==> src/hw/lcf_pkg.sv <==
package lcf_pkg;

	// ----------------------------------------------------------------
	// Register map
	// ----------------------------------------------------------------
	localparam logic [7:0] LCF_ADDR_LED1_MASK = 8'h07;
	localparam logic [7:0] LCF_ADDR_LED1_TORCH = 8'h08;
	localparam logic [7:0] LCF_ADDR_LED2_FLASH = 8'h09;
	localparam logic [7:0] LCF_ADDR_LED2_MASK = 8'h0a;
	localparam logic [7:0] LCF_ADDR_LED2_TORCH = 8'h0b;
	localparam logic [7:0] LCF_ADDR_FAULT = 8'h0c;

	// ----------------------------------------------------------------
	// Reset values and code widths
	// ----------------------------------------------------------------
	localparam logic [7:0] LCF_RST_FLASH_MASK = 8'h28;
	localparam logic [7:0] LCF_RST_TORCH = 8'h04;
	localparam logic [7:0] LCF_RST_FAULT = 8'h00;
	localparam int LCF_WIDE_W = 6;
	localparam int LCF_TORCH_W = 5;
	localparam logic [5:0] LCF_WIDE_SAT = 6'h3c;
	localparam logic [4:0] LCF_TORCH_SAT = 5'h10;

	// ----------------------------------------------------------------
	// Fault register bit positions
	// ----------------------------------------------------------------
	localparam int LCF_BIT_OVP = 7;
	localparam int LCF_BIT_SC = 6;
	localparam int LCF_BIT_OT = 5;
	localparam int LCF_BIT_TO = 4;
	localparam int LCF_BIT_MASK = 3;
	localparam int LCF_BIT_VBLO = 2;
	localparam int LCF_BIT_IL = 1;
	localparam int LCF_BIT_IDC = 0;

	// ----------------------------------------------------------------
	// Serial interface
	// ----------------------------------------------------------------
	localparam logic [3:0] LCF_BYTE_BITS = 4'h8;
	localparam logic [6:0] LCF_DEV_ADDR_DEFAULT = 7'h30;
	localparam int LCF_SYNC_W = 9;

	typedef enum logic [3:0] {
		LCF_IDLE = 4'h0,
		LCF_ADDR = 4'h1,
		LCF_ADDR_ACK = 4'h2,
		LCF_REG = 4'h3,
		LCF_REG_ACK = 4'h4,
		LCF_WDATA = 4'h5,
		LCF_WDATA_ACK = 4'h6,
		LCF_RDATA = 4'h7,
		LCF_RDATA_ACK = 4'h8
	} lcf_state_t;

endpackage

==> src/hw/lcf_sync.sv <==
`timescale 1ns/1ps
module lcf_sync #(
	parameter int WIDTH = 1,
	// Lines that idle high wake at one, so reset release shows no false edge.
	parameter logic [WIDTH-1:0] RESET = '0
) (
	input wire logic i_clk_sys,
	input wire logic i_nrst,
	input wire logic [WIDTH-1:0] i_async,
	output logic [WIDTH-1:0] o_sync
);
	import lcf_pkg::*;

	typedef struct packed {
		logic [WIDTH-1:0] meta;
		logic [WIDTH-1:0] held;
	} lcf_sync_t;

	lcf_sync_t state_reg;
	lcf_sync_t state_next;

	always_comb begin
		state_next.meta = i_async;
		state_next.held = state_reg.meta;
	end

	always_ff @(posedge i_clk_sys or negedge i_nrst) begin
		if (!i_nrst) begin
			state_reg <= '{meta: RESET, held: RESET};
		end else begin
			state_reg <= state_next;
		end
	end

	assign o_sync = state_reg.held;
endmodule

==> src/hw/lcf_clamp.sv <==
`timescale 1ns/1ps
module lcf_clamp #(
	parameter int WIDTH = 6,
	parameter logic [WIDTH-1:0] SAT = '1,
	parameter logic [WIDTH-1:0] RESET = '0
) (
	input wire logic i_clk_sys,
	input wire logic i_nrst,
	input wire logic [WIDTH-1:0] i_code,
	output logic [WIDTH-1:0] o_code
);
	import lcf_pkg::*;

	typedef struct packed {
		logic [WIDTH-1:0] code;
	} lcf_clamp_t;

	lcf_clamp_t state_reg;
	lcf_clamp_t state_next;

	// Codes past the top step give no extra current, so they collapse onto it.
	always_comb begin
		state_next.code = (i_code >= SAT) ? SAT : i_code;
	end

	always_ff @(posedge i_clk_sys or negedge i_nrst) begin
		if (!i_nrst) begin
			state_reg.code <= RESET;
		end else begin
			state_reg <= state_next;
		end
	end

	assign o_code = state_reg.code;
endmodule

==> src/hw/lcf_regs.sv <==
// Behaviour
// - Hold six-bit LED1 transmit-mask current code.
// - Hold five-bit LED1 torch current code.
// - Hold six-bit LED2 flash current code.
// - Hold six-bit LED2 transmit-mask current code.
// - Hold five-bit LED2 torch current code.
// - Six-bit codes saturate at 0x3C.
// - Five-bit codes saturate at 0x10.
// - Six-bit fields reset to 0x28.
// - Torch fields reset to 0x04.
// - Bit 7 flags over-voltage.
// - Bit 6 flags LED short circuit.
// - Bit 5 flags over-temperature.
// - Bit 4 flags flash timeout.
// - Bit 3 flags masking during last flash.
// - Bit 2 shows supply below low-battery threshold.
// - Bit 1 flags inductor peak limit.
// - Bit 0 flags input dc limit reached.
`timescale 1ns/1ps
module lcf_regs #(
	parameter logic [6:0] DEV_ADDR = lcf_pkg::LCF_DEV_ADDR_DEFAULT
) (
	input wire logic i_clk_sys,
	input wire logic i_nrst,
	input wire logic i_scl,
	input wire logic i_sda_in,
	output logic o_sda_out,
	output logic o_sda_oe,
	input wire logic i_overvoltage,
	input wire logic i_short_circuit,
	input wire logic i_overtemp,
	input wire logic i_inductor_limit,
	input wire logic i_input_dc_limit,
	input wire logic i_low_battery,
	input wire logic i_transmit_mask_input,
	input wire logic i_flash_active,
	input wire logic i_flash_timeout,
	input wire logic i_input_dc_limit_enable,
	input wire logic i_low_battery_enable,
	output logic [lcf_pkg::LCF_WIDE_W-1:0] o_led1_mask_current_code,
	output logic [lcf_pkg::LCF_TORCH_W-1:0] o_led1_torch_current_code,
	output logic [lcf_pkg::LCF_WIDE_W-1:0] o_led2_flash_current_code,
	output logic [lcf_pkg::LCF_WIDE_W-1:0] o_led2_mask_current_code,
	output logic [lcf_pkg::LCF_TORCH_W-1:0] o_led2_torch_current_code,
	output logic [7:0] o_fault_information
);
	import lcf_pkg::*;

	// ----------------------------------------------------------------
	// State
	// ----------------------------------------------------------------
	typedef struct packed {
		lcf_state_t state;
		logic [3:0] bit_cnt;
		logic [7:0] shift;
		logic [7:0] ptr;
		logic rw;
		logic nack;
		logic scl_prev;
		logic sda_prev;
		logic flash_prev;
		logic sda_out;
		logic sda_oe;
		logic [7:0] led1_mask;
		logic [7:0] led1_torch;
		logic [7:0] led2_flash;
		logic [7:0] led2_mask;
		logic [7:0] led2_torch;
		logic [7:0] faults;
	} lcf_regs_t;

	localparam lcf_regs_t LCF_REGS_RESET = '{
		state: LCF_IDLE,
		bit_cnt: 4'h0,
		shift: 8'h00,
		ptr: 8'h00,
		rw: 1'b0,
		nack: 1'b0,
		scl_prev: 1'b1,
		sda_prev: 1'b1,
		flash_prev: 1'b0,
		sda_out: 1'b0,
		sda_oe: 1'b0,
		led1_mask: LCF_RST_FLASH_MASK,
		led1_torch: LCF_RST_TORCH,
		led2_flash: LCF_RST_FLASH_MASK,
		led2_mask: LCF_RST_FLASH_MASK,
		led2_torch: LCF_RST_TORCH,
		faults: LCF_RST_FAULT
	};

	lcf_regs_t state_reg;
	lcf_regs_t state_next;

	// ----------------------------------------------------------------
	// Pin synchronisers
	// ----------------------------------------------------------------
	logic [LCF_SYNC_W-1:0] pins_sync;
	logic scl_s;
	logic sda_s;
	logic ovp_s;
	logic sc_s;
	logic ot_s;
	logic il_s;
	logic idc_s;
	logic vblo_s;
	logic transmit_mask_input_s;

	lcf_sync #(
		.WIDTH(LCF_SYNC_W),
		.RESET({2'b11, {(LCF_SYNC_W-2){1'b0}}})
	) u_sync (
		.i_clk_sys(i_clk_sys),
		.i_nrst(i_nrst),
		.i_async({i_scl, i_sda_in, i_overvoltage, i_short_circuit, i_overtemp,
			i_inductor_limit, i_input_dc_limit, i_low_battery, i_transmit_mask_input}),
		.o_sync(pins_sync)
	);

	assign {scl_s, sda_s, ovp_s, sc_s, ot_s, il_s, idc_s, vblo_s, transmit_mask_input_s} = pins_sync;

	// ----------------------------------------------------------------
	// Bus conditions
	// ----------------------------------------------------------------
	logic bus_start;
	logic bus_stop;
	logic scl_rise;
	logic scl_fall;
	logic bit_in;
	logic byte_end;

	assign bus_start = scl_s & state_reg.scl_prev & state_reg.sda_prev & ~sda_s;
	assign bus_stop = scl_s & state_reg.scl_prev & ~state_reg.sda_prev & sda_s;
	assign scl_rise = scl_s & ~state_reg.scl_prev;
	assign scl_fall = ~scl_s & state_reg.scl_prev;
	assign bit_in = scl_rise && (state_reg.bit_cnt != LCF_BYTE_BITS);
	assign byte_end = scl_fall && (state_reg.bit_cnt == LCF_BYTE_BITS);

	// Unmapped addresses read as zero.
	function automatic logic [7:0] lcf_read(input lcf_regs_t s, input logic [7:0] addr);
		logic [7:0] value;
		value = 8'h00;
		case (addr)
			LCF_ADDR_LED1_MASK: value = s.led1_mask;
			LCF_ADDR_LED1_TORCH: value = s.led1_torch;
			LCF_ADDR_LED2_FLASH: value = s.led2_flash;
			LCF_ADDR_LED2_MASK: value = s.led2_mask;
			LCF_ADDR_LED2_TORCH: value = s.led2_torch;
			LCF_ADDR_FAULT: value = s.faults;
			default: value = 8'h00;
		endcase
		return value;
	endfunction

	// ----------------------------------------------------------------
	// Next state
	// ----------------------------------------------------------------
	always_comb begin
		logic load_tx;
		logic clear_faults;
		logic flash_begin;
		logic [7:0] tx;
		load_tx = 1'b0;
		clear_faults = 1'b0;
		flash_begin = 1'b0;
		tx = 8'h00;
		state_next = state_reg;
		state_next.scl_prev = scl_s;
		state_next.sda_prev = sda_s;
		state_next.flash_prev = i_flash_active;
		state_next.sda_out = 1'b0;

		if (bus_start) begin
			state_next.state = LCF_ADDR;
			state_next.bit_cnt = 4'h0;
			state_next.sda_oe = 1'b0;
		end else if (bus_stop) begin
			state_next.state = LCF_IDLE;
			state_next.sda_oe = 1'b0;
		end else begin
			case (state_reg.state)
				LCF_IDLE: begin
					state_next.sda_oe = 1'b0;
				end
				LCF_ADDR, LCF_REG, LCF_WDATA: begin
					if (bit_in) begin
						state_next.shift = {state_reg.shift[6:0], sda_s};
						state_next.bit_cnt = state_reg.bit_cnt + 4'h1;
					end else if (byte_end) begin
						state_next.bit_cnt = 4'h0;
						state_next.sda_oe = 1'b1;
						case (state_reg.state)
							LCF_ADDR: begin
								if (state_reg.shift[7:1] == DEV_ADDR) begin
									state_next.rw = state_reg.shift[0];
									state_next.state = LCF_ADDR_ACK;
								end else begin
									state_next.sda_oe = 1'b0;
									state_next.state = LCF_IDLE;
								end
							end
							LCF_REG: begin
								state_next.ptr = state_reg.shift;
								state_next.state = LCF_REG_ACK;
							end
							default: begin
								// The fault register and unmapped addresses take no write.
								case (state_reg.ptr)
									LCF_ADDR_LED1_MASK: state_next.led1_mask = state_reg.shift;
									LCF_ADDR_LED1_TORCH: state_next.led1_torch = state_reg.shift;
									LCF_ADDR_LED2_FLASH: state_next.led2_flash = state_reg.shift;
									LCF_ADDR_LED2_MASK: state_next.led2_mask = state_reg.shift;
									LCF_ADDR_LED2_TORCH: state_next.led2_torch = state_reg.shift;
									default: state_next.ptr = state_reg.ptr;
								endcase
								state_next.ptr = state_reg.ptr + 8'h01;
								state_next.state = LCF_WDATA_ACK;
							end
						endcase
					end
				end
				LCF_ADDR_ACK: begin
					if (scl_fall) begin
						if (state_reg.rw) begin
							load_tx = 1'b1;
						end else begin
							state_next.sda_oe = 1'b0;
							state_next.state = LCF_REG;
						end
					end
				end
				LCF_REG_ACK, LCF_WDATA_ACK: begin
					if (scl_fall) begin
						state_next.sda_oe = 1'b0;
						state_next.state = LCF_WDATA;
					end
				end
				LCF_RDATA: begin
					if (scl_fall) begin
						if (state_reg.bit_cnt == LCF_BYTE_BITS) begin
							state_next.sda_oe = 1'b0;
							state_next.state = LCF_RDATA_ACK;
						end else begin
							state_next.sda_oe = ~state_reg.shift[7];
							state_next.shift = {state_reg.shift[6:0], 1'b0};
							state_next.bit_cnt = state_reg.bit_cnt + 4'h1;
						end
					end
				end
				LCF_RDATA_ACK: begin
					if (scl_rise) begin
						state_next.nack = sda_s;
					end else if (scl_fall) begin
						if (state_reg.nack) begin
							state_next.state = LCF_IDLE;
						end else begin
							load_tx = 1'b1;
						end
					end
				end
				default: begin
					state_next.state = LCF_IDLE;
					state_next.sda_oe = 1'b0;
				end
			endcase
		end

		// The open-drain line is only ever pulled low, so a one is sent by letting go.
		if (load_tx) begin
			tx = lcf_read(state_reg, state_reg.ptr);
			clear_faults = (state_reg.ptr == LCF_ADDR_FAULT);
			state_next.shift = {tx[6:0], 1'b0};
			state_next.sda_oe = ~tx[7];
			state_next.bit_cnt = 4'h1;
			state_next.ptr = state_reg.ptr + 8'h01;
			state_next.state = LCF_RDATA;
		end

		// Latched faults other than the mask flag clear when read; a fault present in that cycle stays set.
		flash_begin = i_flash_active & ~state_reg.flash_prev;
		state_next.faults[LCF_BIT_OVP] = (state_reg.faults[LCF_BIT_OVP] & ~clear_faults) | ovp_s;
		state_next.faults[LCF_BIT_SC] = (state_reg.faults[LCF_BIT_SC] & ~clear_faults) | sc_s;
		state_next.faults[LCF_BIT_OT] = (state_reg.faults[LCF_BIT_OT] & ~clear_faults) | ot_s;
		state_next.faults[LCF_BIT_TO] = (state_reg.faults[LCF_BIT_TO] & ~clear_faults)
			| i_flash_timeout;
		state_next.faults[LCF_BIT_MASK] = (state_reg.faults[LCF_BIT_MASK] & ~flash_begin)
			| (transmit_mask_input_s & i_flash_active);
		state_next.faults[LCF_BIT_VBLO] = vblo_s & i_low_battery_enable;
		state_next.faults[LCF_BIT_IL] = (state_reg.faults[LCF_BIT_IL] & ~clear_faults) | il_s;
		state_next.faults[LCF_BIT_IDC] = ((state_reg.faults[LCF_BIT_IDC] & ~clear_faults) | idc_s)
			& i_input_dc_limit_enable;
	end

	always_ff @(posedge i_clk_sys or negedge i_nrst) begin
		if (!i_nrst) begin
			state_reg <= LCF_REGS_RESET;
		end else begin
			state_reg <= state_next;
		end
	end

	// ----------------------------------------------------------------
	// Current code outputs
	// ----------------------------------------------------------------
	// Reserved upper bits are stored but never reach the current sources.
	lcf_clamp #(
		.WIDTH(LCF_WIDE_W),
		.SAT(LCF_WIDE_SAT),
		.RESET(LCF_RST_FLASH_MASK[LCF_WIDE_W-1:0])
	) u_led1_mask (
		.i_clk_sys(i_clk_sys),
		.i_nrst(i_nrst),
		.i_code(state_reg.led1_mask[LCF_WIDE_W-1:0]),
		.o_code(o_led1_mask_current_code)
	);

	lcf_clamp #(
		.WIDTH(LCF_TORCH_W),
		.SAT(LCF_TORCH_SAT),
		.RESET(LCF_RST_TORCH[LCF_TORCH_W-1:0])
	) u_led1_torch (
		.i_clk_sys(i_clk_sys),
		.i_nrst(i_nrst),
		.i_code(state_reg.led1_torch[LCF_TORCH_W-1:0]),
		.o_code(o_led1_torch_current_code)
	);

	lcf_clamp #(
		.WIDTH(LCF_WIDE_W),
		.SAT(LCF_WIDE_SAT),
		.RESET(LCF_RST_FLASH_MASK[LCF_WIDE_W-1:0])
	) u_led2_flash (
		.i_clk_sys(i_clk_sys),
		.i_nrst(i_nrst),
		.i_code(state_reg.led2_flash[LCF_WIDE_W-1:0]),
		.o_code(o_led2_flash_current_code)
	);

	lcf_clamp #(
		.WIDTH(LCF_WIDE_W),
		.SAT(LCF_WIDE_SAT),
		.RESET(LCF_RST_FLASH_MASK[LCF_WIDE_W-1:0])
	) u_led2_mask (
		.i_clk_sys(i_clk_sys),
		.i_nrst(i_nrst),
		.i_code(state_reg.led2_mask[LCF_WIDE_W-1:0]),
		.o_code(o_led2_mask_current_code)
	);

	lcf_clamp #(
		.WIDTH(LCF_TORCH_W),
		.SAT(LCF_TORCH_SAT),
		.RESET(LCF_RST_TORCH[LCF_TORCH_W-1:0])
	) u_led2_torch (
		.i_clk_sys(i_clk_sys),
		.i_nrst(i_nrst),
		.i_code(state_reg.led2_torch[LCF_TORCH_W-1:0]),
		.o_code(o_led2_torch_current_code)
	);

	assign o_sda_out = state_reg.sda_out;
	assign o_sda_oe = state_reg.sda_oe;
	assign o_fault_information = state_reg.faults;
endmodule

==> config.mk <==
export PLATFORM = sky130hd
export DESIGN_NAME = lcf_regs
export DESIGN_NICKNAME = d
export VERILOG_FILES = /design/src/hw/lcf_pkg.sv /design/src/hw/lcf_sync.sv /design/src/hw/lcf_clamp.sv /design/src/hw/lcf_regs.sv
export SDC_FILE = /design/constraint.sdc
export NUM_CORES = 1
export LEC_CHECK = 0
export BUFFER_PORTS_ARGS = -buffer_cell sky130_fd_sc_hd__buf_2
export CAP_MARGIN = 20
export CORE_MARGIN = 5
export CORE_UTILIZATION = 25
export DETAILED_ROUTE_END_ITERATION = 8
export GPL_TIMING_DRIVEN = 0
export PLACE_DENSITY_LB_ADDON = 0.2
export SKIP_CTS_REPAIR_TIMING = 1
export SLEW_MARGIN = 25
export SYNTH_ARGS = -nofsm -noshare
export SYNTH_HDL_FRONTEND = slang
export SYNTH_HIERARCHICAL = 1
export SYNTH_SLANG_ARGS = --single-unit
==> constraint.sdc <==
create_clock -name i_clk_sys -period 2.1 [get_ports i_clk_sys]
set_input_delay 0.21 -clock i_clk_sys [delete_from_list [all_inputs] [get_ports i_clk_sys]]
set_output_delay 0.21 -clock i_clk_sys [all_outputs]
set_load 0.01 [all_outputs]
# --- After elaboration in Yosys (flattened, before gate mapping) ---
# Cells that the tools add are included.
word_totals:
  ff_bits: 124
  latch_bits: 0
  ram_bits: 0
  rom_bits: 0
  output_inout_bits: 38
  word_cells: 195
  mem_count: 0
op_classes:
  addsub: 2
  multipliers: 0
  div_mod_pow: 0
  n_lt_le_gt_ge: 5
  eq_ne: 40
  shifts: 0
  n_mux: 65
  bitwise_logic: 38
  reduce_logical: 22
ops:
  columns: ["cell", "count"]
  rows:
  - ["two-way mux 41 bit", 2]
  - ["two-way mux 8 bit", 9]
  - ["inequality test 5 bit (second input constant)", 11]
  - ["AND reduction 7 bit", 7]
  - ["one-hot mux 8 bit (6 select lines)", 1]
  - ["== test 8 x 4 -> 1 bit (second input constant)", 5]
  - ["two-way mux 4 bit", 10]
  - ["two-way mux 40 bit", 1]
  - ["two-way mux 9 bit", 3]
  - ["two-way mux 24 bit", 1]
  - ["one-hot mux 12 bit (2 select lines)", 1]
  - ["one-hot mux 4 bit (6 select lines)", 1]
  - ["two-way mux 1 bit", 22]
  - ["two-way mux 22 bit", 1]
  - ["inequality test 4 bit (second input constant)", 5]
  - ["bitwise AND 1 bit", 18]
  - [">= comparator 6 bit (second input constant)", 3]
  - ["two-way mux 18 bit", 1]
  - ["two-way mux 6 bit", 3]
  - ["== test 4 x 3 -> 1 bit (second input constant)", 4]
  - ["two-way mux 16 bit", 1]
  - ["one-hot mux 8 bit (2 select lines)", 1]
  - ["inverter 1 bit", 13]
  - ["two-way mux 12 bit", 1]
  - ["29 further kinds", 47]

# --- Depth between registers and ports, before layout ---
# Gate-level depths: netlist of run 1.
logic_depth:
  ltp_word: 12
  depth_mapped: 9
  depth_no_buf: 8

# --- Hierarchy ---
# The synthesis of run 1 kept the hierarchy.
modules_own_cells:
  columns: ["mod", "n_inst", "cells_per_inst", "area_per_inst_um2", "seq_area_each_um2"]
  rows:
  - ["lcf_regs", 1, 423, 4277.9, 1964.4]
  - ["lcf_clamp (u_led1_mask ...)", 3, 13, 186.4, 152.6]
  - ["lcf_sync", 1, 18, 455.4, 455.4]
  - ["lcf_clamp (u_led1_torch ...)", 2, 10, 155.1, 126.4]

# --- Worst setup path after synthesis of run 1 ---
# No wires, ideal clock.
synth_timing:
  path_type: "reg2reg"
  start: "reg state_reg[52] (netlist bit)"
  end: "reg state_reg[73] (netlist bit)"
  arrival_time_ns: 2.183
  slack_ns: -0.204
  path_stages_with_launch: 9
  n_path_buf: 2
  cell_sequence: "dfstp_2 > clkbuf_1 > nand2b_1 > clkbuf_1 > a2111oi_4 > a211oi_2 > nor4_4 > o21ai_1 > a22o_1"
synth_via:
  elab_chain_cells: 8
  word_cells_on_any_way: 27
  cone_classes: "eq/ne: 4; mux: 11; bitwise: 8; reduce/logical: 4"
synth_rtl:
  columns: ["element", "line", "rtl"]
  rows:
  - ["start: declaration", "lcf_regs.sv:92", "lcf_regs_t state_reg;"]
  - ["start signal: assignment", "lcf_regs.sv:298", "state_reg <= state_next;"]
  - ["bitwise AND 1 bit / inverter 1 bit (equally long branches)", "lcf_regs.sv:135, lcf_regs.sv:134", null]
  - ["two-way mux 1 bit / bitwise AND 1 bit (equally long branches)", "lcf_regs.sv:253, lcf_regs.sv:134", null]
  - ["two-way mux 1 bit / logical AND 1 bit (equally long branches)", "lcf_regs.sv:251, lcf_regs.sv:136", null]
  - ["one-hot mux 1 bit (2 select lines) / two-way mux 4 bit (equally long branches)", "lcf_regs.sv:181, lcf_regs.sv:186", null]
  - ["two-way mux 1 bit / one-hot mux 12 bit (2 select lines) (equally long branches)", "lcf_regs.sv:177, lcf_regs.sv:181", null]
  - ["two-way mux 1 bit / two-way mux 22 bit (equally long branches)", "lcf_regs.sv:173, lcf_regs.sv:177", null]
  - ["inequality test 5 bit (no line), or another cell as far along", null, null]
  - ["AND reduction 5 bit (no line) / two-way mux 24 bit (equally long branches)", null, null]
# Several ways; a longest one is shown, not always the timed one. The select of a mux whose other input is x is not followed.
# A chain may end at the register's enable or synchronous reset.

# --- Worst setup path after layout of run 1 ---
layout_timing:
  start: "reg state_reg[53] (netlist bit)"
  end: "reg state_reg[64] (netlist bit)"
layout_via:
  elab_chain_cells: 8
  word_cells_on_any_way: 14
  cone_classes: "eq/ne: 5; mux: 7; reduce/logical: 2"
layout_rtl:
  columns: ["element", "line", "rtl"]
  rows:
  - ["two-way mux 1 bit (*)", "lcf_regs.sv:254", "if (state_reg.nack) begin"]
  - ["two-way mux 1 bit (*)", "lcf_regs.sv:253", "end else if (scl_fall) begin"]
  - ["two-way mux 1 bit (*)", "lcf_regs.sv:251", "if (scl_rise) begin"]
  - ["one-hot mux 1 bit (2 select lines) (*)", "lcf_regs.sv:181", "case (state_reg.state)"]
  - ["two-way mux 1 bit (*)", "lcf_regs.sv:177", "end else if (bus_stop) begin"]
  - ["two-way mux 1 bit (*)", "lcf_regs.sv:173", "if (bus_start) begin"]
  - ["inequality test 3 bit (no line), or another cell as far along", null, null]
  - ["AND reduction 6 bit (no line)", null, null]
# Mark *: on every way between the ends. The rest lies on a longest branch, timed or not.

==> results of run 1 <==
[through the flow]
stage / hold slack (ns) / total power [mW] / worst slack [ns] / cells
after CTS: -0.352 / 6.78 / -0.558 / 864
after detailed placement: 0.104 / 3.88 / -0.539 / 832
final: 0.00739 / 6.91 / -0.0272 / 894
after floorplan: -0.0856 / 3.45 / 0.00559 / 500
after global placement: 0.317 / 3.84 / -0.817 / 831
after global routing: 0.0217 / 7.25 / -0.103 / 894
[how the worst max path moves through the flow]
stage | slack (ns) | start | depth (start not counted) | to
after floorplan | 0.006 | state_reg[78] | 6 | state_reg[73]
after global placement | -0.82 | i_nrst | 1 | state_reg[53]
after detailed placement | -0.54 | state_reg[60] | 6 | o_sda_oe
after CTS | -0.56 | state_reg[60] | 6 | o_sda_oe
after global routing | -0.10 | state_reg[78] | 6 | state_reg[64]
final | -0.03 | state_reg[53] | 6 | state_reg[64]
[cells in the final DEF, fill, tap and decap left out, types with 4 or more instances in the layout]
cell and count:
a22o_1 5, o21ai_1 5, nor2_1 15, nand2b_1 7, mux2i_1 7, buf_6 4
nand3_1 12, clkbuf_1 20, clkinvlp_4 4, clkbuf_16 17, clkbuf_2 6, clkbuf_8 4
and3_1 5, ha_1 4, or3_1 4, mux2_4 15, nor3_1 8, buf_2 51
nand4_1 4, buf_4 29, a221oi_2 4, a21o_1 5, o21ai_0 18, a21oi_1 36
inv_1 10, nand2_1 32, a22oi_1 10, dlygate4sd3_1 13, and2_1 9, nor2b_1 12
mux2_2 39, dfrtp_1 99, dfstp_2 22
[synth_stat cells, drive strengths merged, types with 3 or more instances]
cell type  count  area, µm²
mux2          54        608
and2          10       62.6
nor2          20       75.1
and3           7       43.8
nand2b         7       43.8
a21oi         39        195
clkbuf        36        135
a31oi          3       18.8
mux2i          7       70.1
a221oi         4       35.0
ha             6       75.1
buf           12       80.1
a22oi         10       75.1
a22o           5       43.8
nor3           9       45.0
nor4           3       33.8
nand2         34        128
or3            4       25.0
nor2b         13       81.3
dfstp         22        578
a211oi         4       35.0
nand3         17       85.1
a21o           5       37.5
nand4          4       25.0
inv           12       45.0
o21ai         24        124
dfrtp        102       2550
[kinds of logic (layout without fill, tap and decap cells)]
kind of cell,after synthesis,after routing
other,1,1
DFF,124,124
xor gates and xnor gates,1,1
buffers and inverters,60,174
and+or+nand+nor,136,136
muxes,61,61
adders and majority gates,6,6
AOI/OAI and AO/OA,111,111
[layout make-up]
type,count,area (µm²),area share (%)
clock buffer,20,467,6.27
multi-input combinational,316,2470,33.2
inverter,12,45.0,0.605
clock inverter,12,114,1.53
timing repair buffer,86,588,7.90
buffer,44,268,3.60
sequential,124,3130,42.1
tap,280,350,4.71
[power by group through the flow]
stage	Clock, mW	Combinational (mW)	Sequential (mW)
after floorplan	0	0.787	2.67
after global placement	0	1.11	2.73
after detailed placement	0	1.14	2.74
after CTS	2.94	1.14	2.70
after global routing	3.05	1.48	2.73
final	2.87	1.33	2.71
[worst max-delay path: cells and delay by family (launching register included)]
family | cells | cell delay [ns]
buf+inv | 1 | 0.19
mux | 1 | 0.38
flops | 1 | 0.42
simple gates | 1 | 0.43
compound gates | 3 | 0.58
[per-layer routing]
| metal | GRT usage, % | up-vias |
|---|---|---|
| met1 | 16.1 | 2097 |
| met5 | 0 | - |
| met3 | 3.25 | 29 |
| met2 | 17.1 | 124 |
| met4 | 3.63 | 0 |
| li1 | - | 1982 |
==> out/results.txt, run 1 <==
Clock Sinks = 124
Clk network pwr share = 41.5%
reg2reg path depth = 6
post-synthesis compound-gate area fraction = 13.0%
total gr overflow = 0
Crit-path slowest cell = or3b_4
min Tclk post-route = 2.13 ns
area grow syn2layout = 32.8%
Adder-Cell Fraction of Synth Area = 1.34%
Cell Pwr Density = 929 nW/µm²
failing checks = negative setup slack
# rows = 54
vias in the first global route = 4,160
IO Count = 53
Root Buffer = clkbuf_16
CTS tree = yes
slowest stage delay, CP = 0.43 ns
Final Cycle Share = 101%
area of placed instances = 6270 µm²
final wirelength = 14,700 µm
max-slew violations = 0
clock buffer depth = 2
RSZ-0062 raised after global routing = yes
flop2flop setup slack = -0.03 ns
Sw Pwr = 2.12 mW
hpwl dp = 9750 µm
drt first-iter violations = 275
Final Util = 33.9%
drt wl/cell = 16.4 µm
via count = 4,232
Comb pwr share = 19.3%
fin worst setup slack = -0.0272 ns
Max Cap Viol = 0
status = finished with violations
Synth Flop Type = dfrtp_1
Die ar. = 25,500 µm²
layout cells sized above 1 = 39.7%
met1 wire length = 6980 µm
Max Clk Rate = 470 MHz
H-tree Lvls = 4
Initial DRT Pass Iterations = 5
cts bufs inserted = 17
largest family of logic cells by synthesized area = compound AO/OA/AOI/OAI gates
Setup crit end kind = register
mux contribution to synthesized area = 12.1%
Ant. Diodes = 0
worst path arrival time = 2.43 ns
reg-to-reg endpoint = state_reg[64]
wire length on met3 = 709 µm
yosys warns = 6
port bufs = 51
hold crit path type = in2reg
Min-Delay Endpoint = o_fault_information[0]
largest fanout on the critical path = 8
top sig layer = met4
cell internal pwr = 4.79 mW
Worst Hold Depth = 2
number of flops mapped to enable cells by yosys = 0
initial antenna violation count = 0
Vert. Die Dim = 160 µm
DRC = 0
Die Wd = 160 µm
worst vdd ir = 433 µV
post-synth cell types = 54
Skew-Pair Late Insertion Delay = 0.42 ns
setup TNS = -0.0643 ns
clock slew at reported path FFs = 0.06 ns
share of flip-flops with an asynchronous set or reset = 100%
Synth Area in XOR/XNOR = 0.156%
Mapped Area = 5600 µm²
Reg power frac = 39.2%
core area = 22,000 µm²
syn nets = 521
critical path class = reg2reg
Startpoint Class = register
final hold vios = 0
Final ANT Viol Nets = 0
FF-to-FF Start = state_reg[53]
Post-Route Skew = 0.0108 ns
routed wl met2 = 6710 µm
GRT Resource Usage Total = 11.5%
Syn Inst Count = 500
first-pass GRT wire length = 23,300 µm
design area = 7440 µm²
leakage = 3.30 nW
CP Cell Sequence = or3b_4 -> a2111oi_4 -> buf_6 -> a21oi_4 -> o21ai_4 -> mux2_2
max reg flops = 69
switch share = 30.7%
sequential share of the synthesized area = 55.9%
Synth Area per Inst = 11.2 µm²
Initial Util = 25.5%
routed vias/inst = 4.73
largest net degree at the start of global routing = 89
hold path startpoint = i_input_dc_limit_enable
slew at the pin closest to its max-slew limit = 0.628 ns
RD Place Congestion = 0.811
Fill cells = 2,184
fin nets = 622
critical path required time = 2.40 ns
Final setup viols = 5
worst relative slew slack = 58.2%
Seq cells post-synth = 124
post-synthesis simple-gate area fraction = 12.8%
No activity file was read; power rests on OpenSTA's default activity.
==> run 2: changes to the inputs <==
CORE_ASPECT_RATIO = 0.8   (was not set)
==> out/results.txt, run 2 (synthesis results as in run 1) <==
Die ar. = 25,500 µm²
fin worst setup slack = -0.198 ns
commonest non-fill, non-tap cell in the layout = dfrtp_1
FF-to-FF Start = state_reg[76]
critical path class = reg2reg
routed vias/inst = 4.60
total gr overflow = 0
fin nets = 627
port bufs = 51
Fill cells = 2,237
status = finished with violations
worst vdd ir = 487 µV
Final Util = 34.0%
clock slew at reported path FFs = 0.06 ns
Initial Util = 25.2%
max-slew violations = 0
reg-to-reg endpoint = state_reg[73]
final wirelength = 15,400 µm
slew at the pin closest to its max-slew limit = 0.665 ns
worst relative slew slack = 55.7%
failing checks = negative setup slack
end of the critical path = state_reg[73]
flop2flop setup slack = -0.20 ns
hold_ws = 0.00180 ns
Startpoint Class = register
layout cells sized above 1 = 39.6%
core area = 22,300 µm²
Root Buffer = clkbuf_16
CP Launch Point = state_reg[76]
GRT Resource Usage Total = 12.0%
dpl ws = -0.566 ns
worst path arrival time = 2.61 ns
reg2reg path depth = 7
CTS tree = yes
drt first-iter violations = 285
area grow syn2layout = 35.1%
most frequent cells in the layout = dfrtp_1, buf_2, mux2_2
critical path required time = 2.41 ns
RD Place Congestion = 0.838
H-tree Lvls = 4
via count = 4,258
IO Count = 53
Final ANT Viol Nets = 0
Final Cycle Share = 109%
largest net degree at the start of global routing = 71
Initial DRT Pass Iterations = 6
final hold vios = 0
hold crit path type = in2reg
drt wl/cell = 16.7 µm
# rows = 49
largest fanout on the critical path = 6
Max Cap Viol = 0
initial antenna violation count = 0
DRC = 0
Final setup viols = 39
max reg flops = 69
Skew-Pair Late Insertion Delay = 0.42 ns
Cell Pwr Density = 974 nW/µm²
clock buffer depth = 2
first-pass GRT wire length = 23,500 µm
min Tclk post-route = 2.30 ns
vias in the first global route = 4,161
Post-Route Skew = 0.0157 ns
Setup crit end kind = register
Vert. Die Dim = 144 µm
Clock Sinks = 124
RSZ-0062 raised after global routing = yes
Die Wd = 177 µm
hpwl dp = 10,200 µm
Ant. Diodes = 0
cts bufs inserted = 17
leakage = 3.35 nW
Max Clk Rate = 435 MHz
==> run 2: worst min path at each step <==
stage | cells after the start | from | end | slack [ns]
floorplan | 0 | i_nrst | o_fault_information[0] | -0.09
global placement | 1 | i_scl | u_sync/state_next[8] | 0.32
detailed placement | 1 | i_nrst | state_reg[77] | 0.22
global route | 2 | i_input_dc_limit_enable | o_fault_information[0] | 0.004
finish | 2 | i_low_battery_enable | o_fault_information[2] | 0.002
CTS | 1 | i_nrst | state_reg[77] | -0.23
==> run 2: power breakdown <==
group          internal (mW)  total, mW  switching [mW]  leakage [nW]
Sequential              2.53       2.72           0.183          1.57
Combinational          0.599       1.46           0.864          1.47
Clock                   2.01       3.19            1.18         0.311
==> run 2: worst max-delay path, cell delays in order, from the launching register on <==
cell	delay, ns
dfrtp_1	0.42
or3b_4	0.44
a2111oi_4	0.37
buf_6	0.18
a211oi_4	0.04
nor4_4	0.37
o21ai_1	0.12
a22o_1	0.23
==> run 2: final cells by class <==
cell class	instances	area (µm²)	area share [%]
clock inverters	15	210	2.78
well taps	306	383	5.06
inverters	12	45.0	0.595
multi-input cells	317	2480	32.8
clock buffers	17	425	5.62
plain buffers	44	270	3.57
repair buffers	90	619	8.18
flip-flops and latches	124	3130	41.4
==> run 2: stage by stage <==
stage	TNS, ns	std cells	power [mW]	instance area [µm²]
after CTS	-29.50	890	7.12	6940
after detailed placement	-28.32	858	3.89	6300
after global placement	-129.23	857	3.87	6260
after global routing	-10.54	925	7.71	7570
after floorplan	0	500	3.45	5620
final	-3.66	925	7.37	7570
==> run 2: per-layer routing <==
metal	share of wire, %	vias to the layer above	GRT usage [%]
met1	48	2151	16.9
met5	0	-	0
met4	1.8	0	4.07
li1	-	1985	-
met3	5.3	22	3.68
met2	45	100	17.7
==> run 3: changes to the inputs <==
CTS_CLUSTER_SIZE = 20   (was not set)
SETUP_SLACK_MARGIN = 0.3   (was not set)
clock period = 2.21 ns   (was 2.1 ns; I/O delays follow)
==> out/results.txt, run 3 (synthesis results as in run 1) <==
hpwl dp = 10,200 µm
initial antenna violation count = 0
Clock Sinks = 124
Final setup viols = 1
min Tclk post-route = 2.24 ns
Worst Hold Depth = 2
critical path class = reg2reg
cts bufs inserted = 17
worst relative slew slack = 51.6%
max-slew violations = 0
CP Cell Sequence = or3b_4 -> a2111oi_4 -> buf_6 -> a211oi_4 -> nor4_4 -> o21ai_1 -> a22o_1
Initial DRT Pass Iterations = 5
Vert. Die Dim = 144 µm
fin nets = 643
Final Cycle Share = 102%
Skew-Pair Late Insertion Delay = 0.42 ns
largest net degree at the start of global routing = 72
final hold vios = 0
Max Clk Rate = 446 MHz
Root Buffer = clkbuf_16
hold_ws = 0.00349 ns
final wirelength = 15,900 µm
layout cells sized above 1 = 48.5%
drt wl/cell = 16.9 µm
reg2reg path depth = 7
Final ANT Viol Nets = 0
Initial Util = 25.2%
CTS tree = yes
routed vias/inst = 4.65
worst vdd ir = 314 µV
Die Wd = 177 µm
first-pass GRT wire length = 23,600 µm
vias in the first global route = 4,143
RSZ-0062 raised after global routing = yes
largest fanout on the critical path = 6
DRC = 0
port bufs = 51
hold crit path type = in2reg
slew at the pin closest to its max-slew limit = 0.726 ns
RD Place Congestion = 0.834
leakage = 3.58 nW
max reg flops = 69
Crit-path slowest cell = or3b_4
fin worst setup slack = -0.0340 ns
via count = 4,373
total gr overflow = 0
core area = 22,300 µm²
worst path arrival time = 2.55 ns
H-tree Lvls = 4
critical path required time = 2.52 ns
IO Count = 53
commonest non-fill, non-tap cell in the layout = dfrtp_1
most frequent cells in the layout = dfrtp_1, buf_2, mux2_4
Die ar. = 25,500 µm²
Total Power = 6.94 mW
clock buffer depth = 2
slowest stage delay, CP = 0.43 ns
Ant. Diodes = 0
Cell Pwr Density = 862 nW/µm²
failing checks = negative setup slack
area grow syn2layout = 43.6%
GRT Resource Usage Total = 12.1%
Startpoint Class = register
Max Cap Viol = 0
clock slew at reported path FFs = 0.06 ns
Setup crit end kind = register
Post-Route Skew = 0.00851 ns
drt first-iter violations = 345
status = finished with violations
# rows = 49
==> run 3: through the flow <==
step	std cells	setup slack (ns)	utilization [%]	setup TNS (ns)	instance area [µm²]
6_report	941	-0.0340	36.2	-0.0340	8050
5_1_grt	941	-0.125	36.2	-1.60	8050
4_1_cts	890	-0.381	31.2	-12.42	6950
3_5_place_dp	858	-0.346	28.6	-10.73	6370
3_3_place_gp	857	-0.730	28.5	-83.22	6340
2_1_floorplan	500	0.118	-	0	5700
==> run 3: worst paths after layout <==
check	start	endpoint	slack (ns)
setup / recovery	state_reg[78]	state_reg[73]	-0.03
hold / removal	i_low_battery_enable	o_fault_information[2]	0.003
setup reg to reg	state_reg[78]	state_reg[73]	-0.03
hold reg to reg	u_sync/state_next[0]	u_sync/o_sync[0]	0.35
max in group asynchronous	i_nrst	state_reg[34]	1.17
min in group asynchronous	i_nrst	state_reg[18]	0.32
==> run 3: per-layer routing <==
metal	vias up	GRT usage [%]	routed length, µm
met3	21	2.84	639
li1	2018	-	-
met2	109	17.9	7250
met4	0	4.88	236
met5	-	0	0
met1	2225	17.2	7820
==> run 3: where the power goes <==
| part | leakage, nW | switching (mW) | internal [mW] |
|---|---|---|---|
| clock network | 0.267 | 1.09 | 1.64 |
| registers | 1.56 | 0.174 | 2.41 |
| logic | 1.75 | 0.922 | 0.694 |
==> run 3: layout make-up <==
cell class | instances | area (µm²)
fillers | 2200 | 14200
flip-flops and latches | 124 | 3140
multi-input cells | 316 | 2830
repair buffers | 103 | 761
clock buffers | 20 | 467
well taps | 306 | 383
plain buffers | 48 | 313
clock inverters | 12 | 111
inverters | 12 | 47.5
==> run 3: critical path: cells and delay by family (launching register included) <==
kind / cells / cell delay, ns
compound gates: 4 / 0.72
flops: 1 / 0.41
simple gates: 2 / 0.83
buf+inv: 1 / 0.17
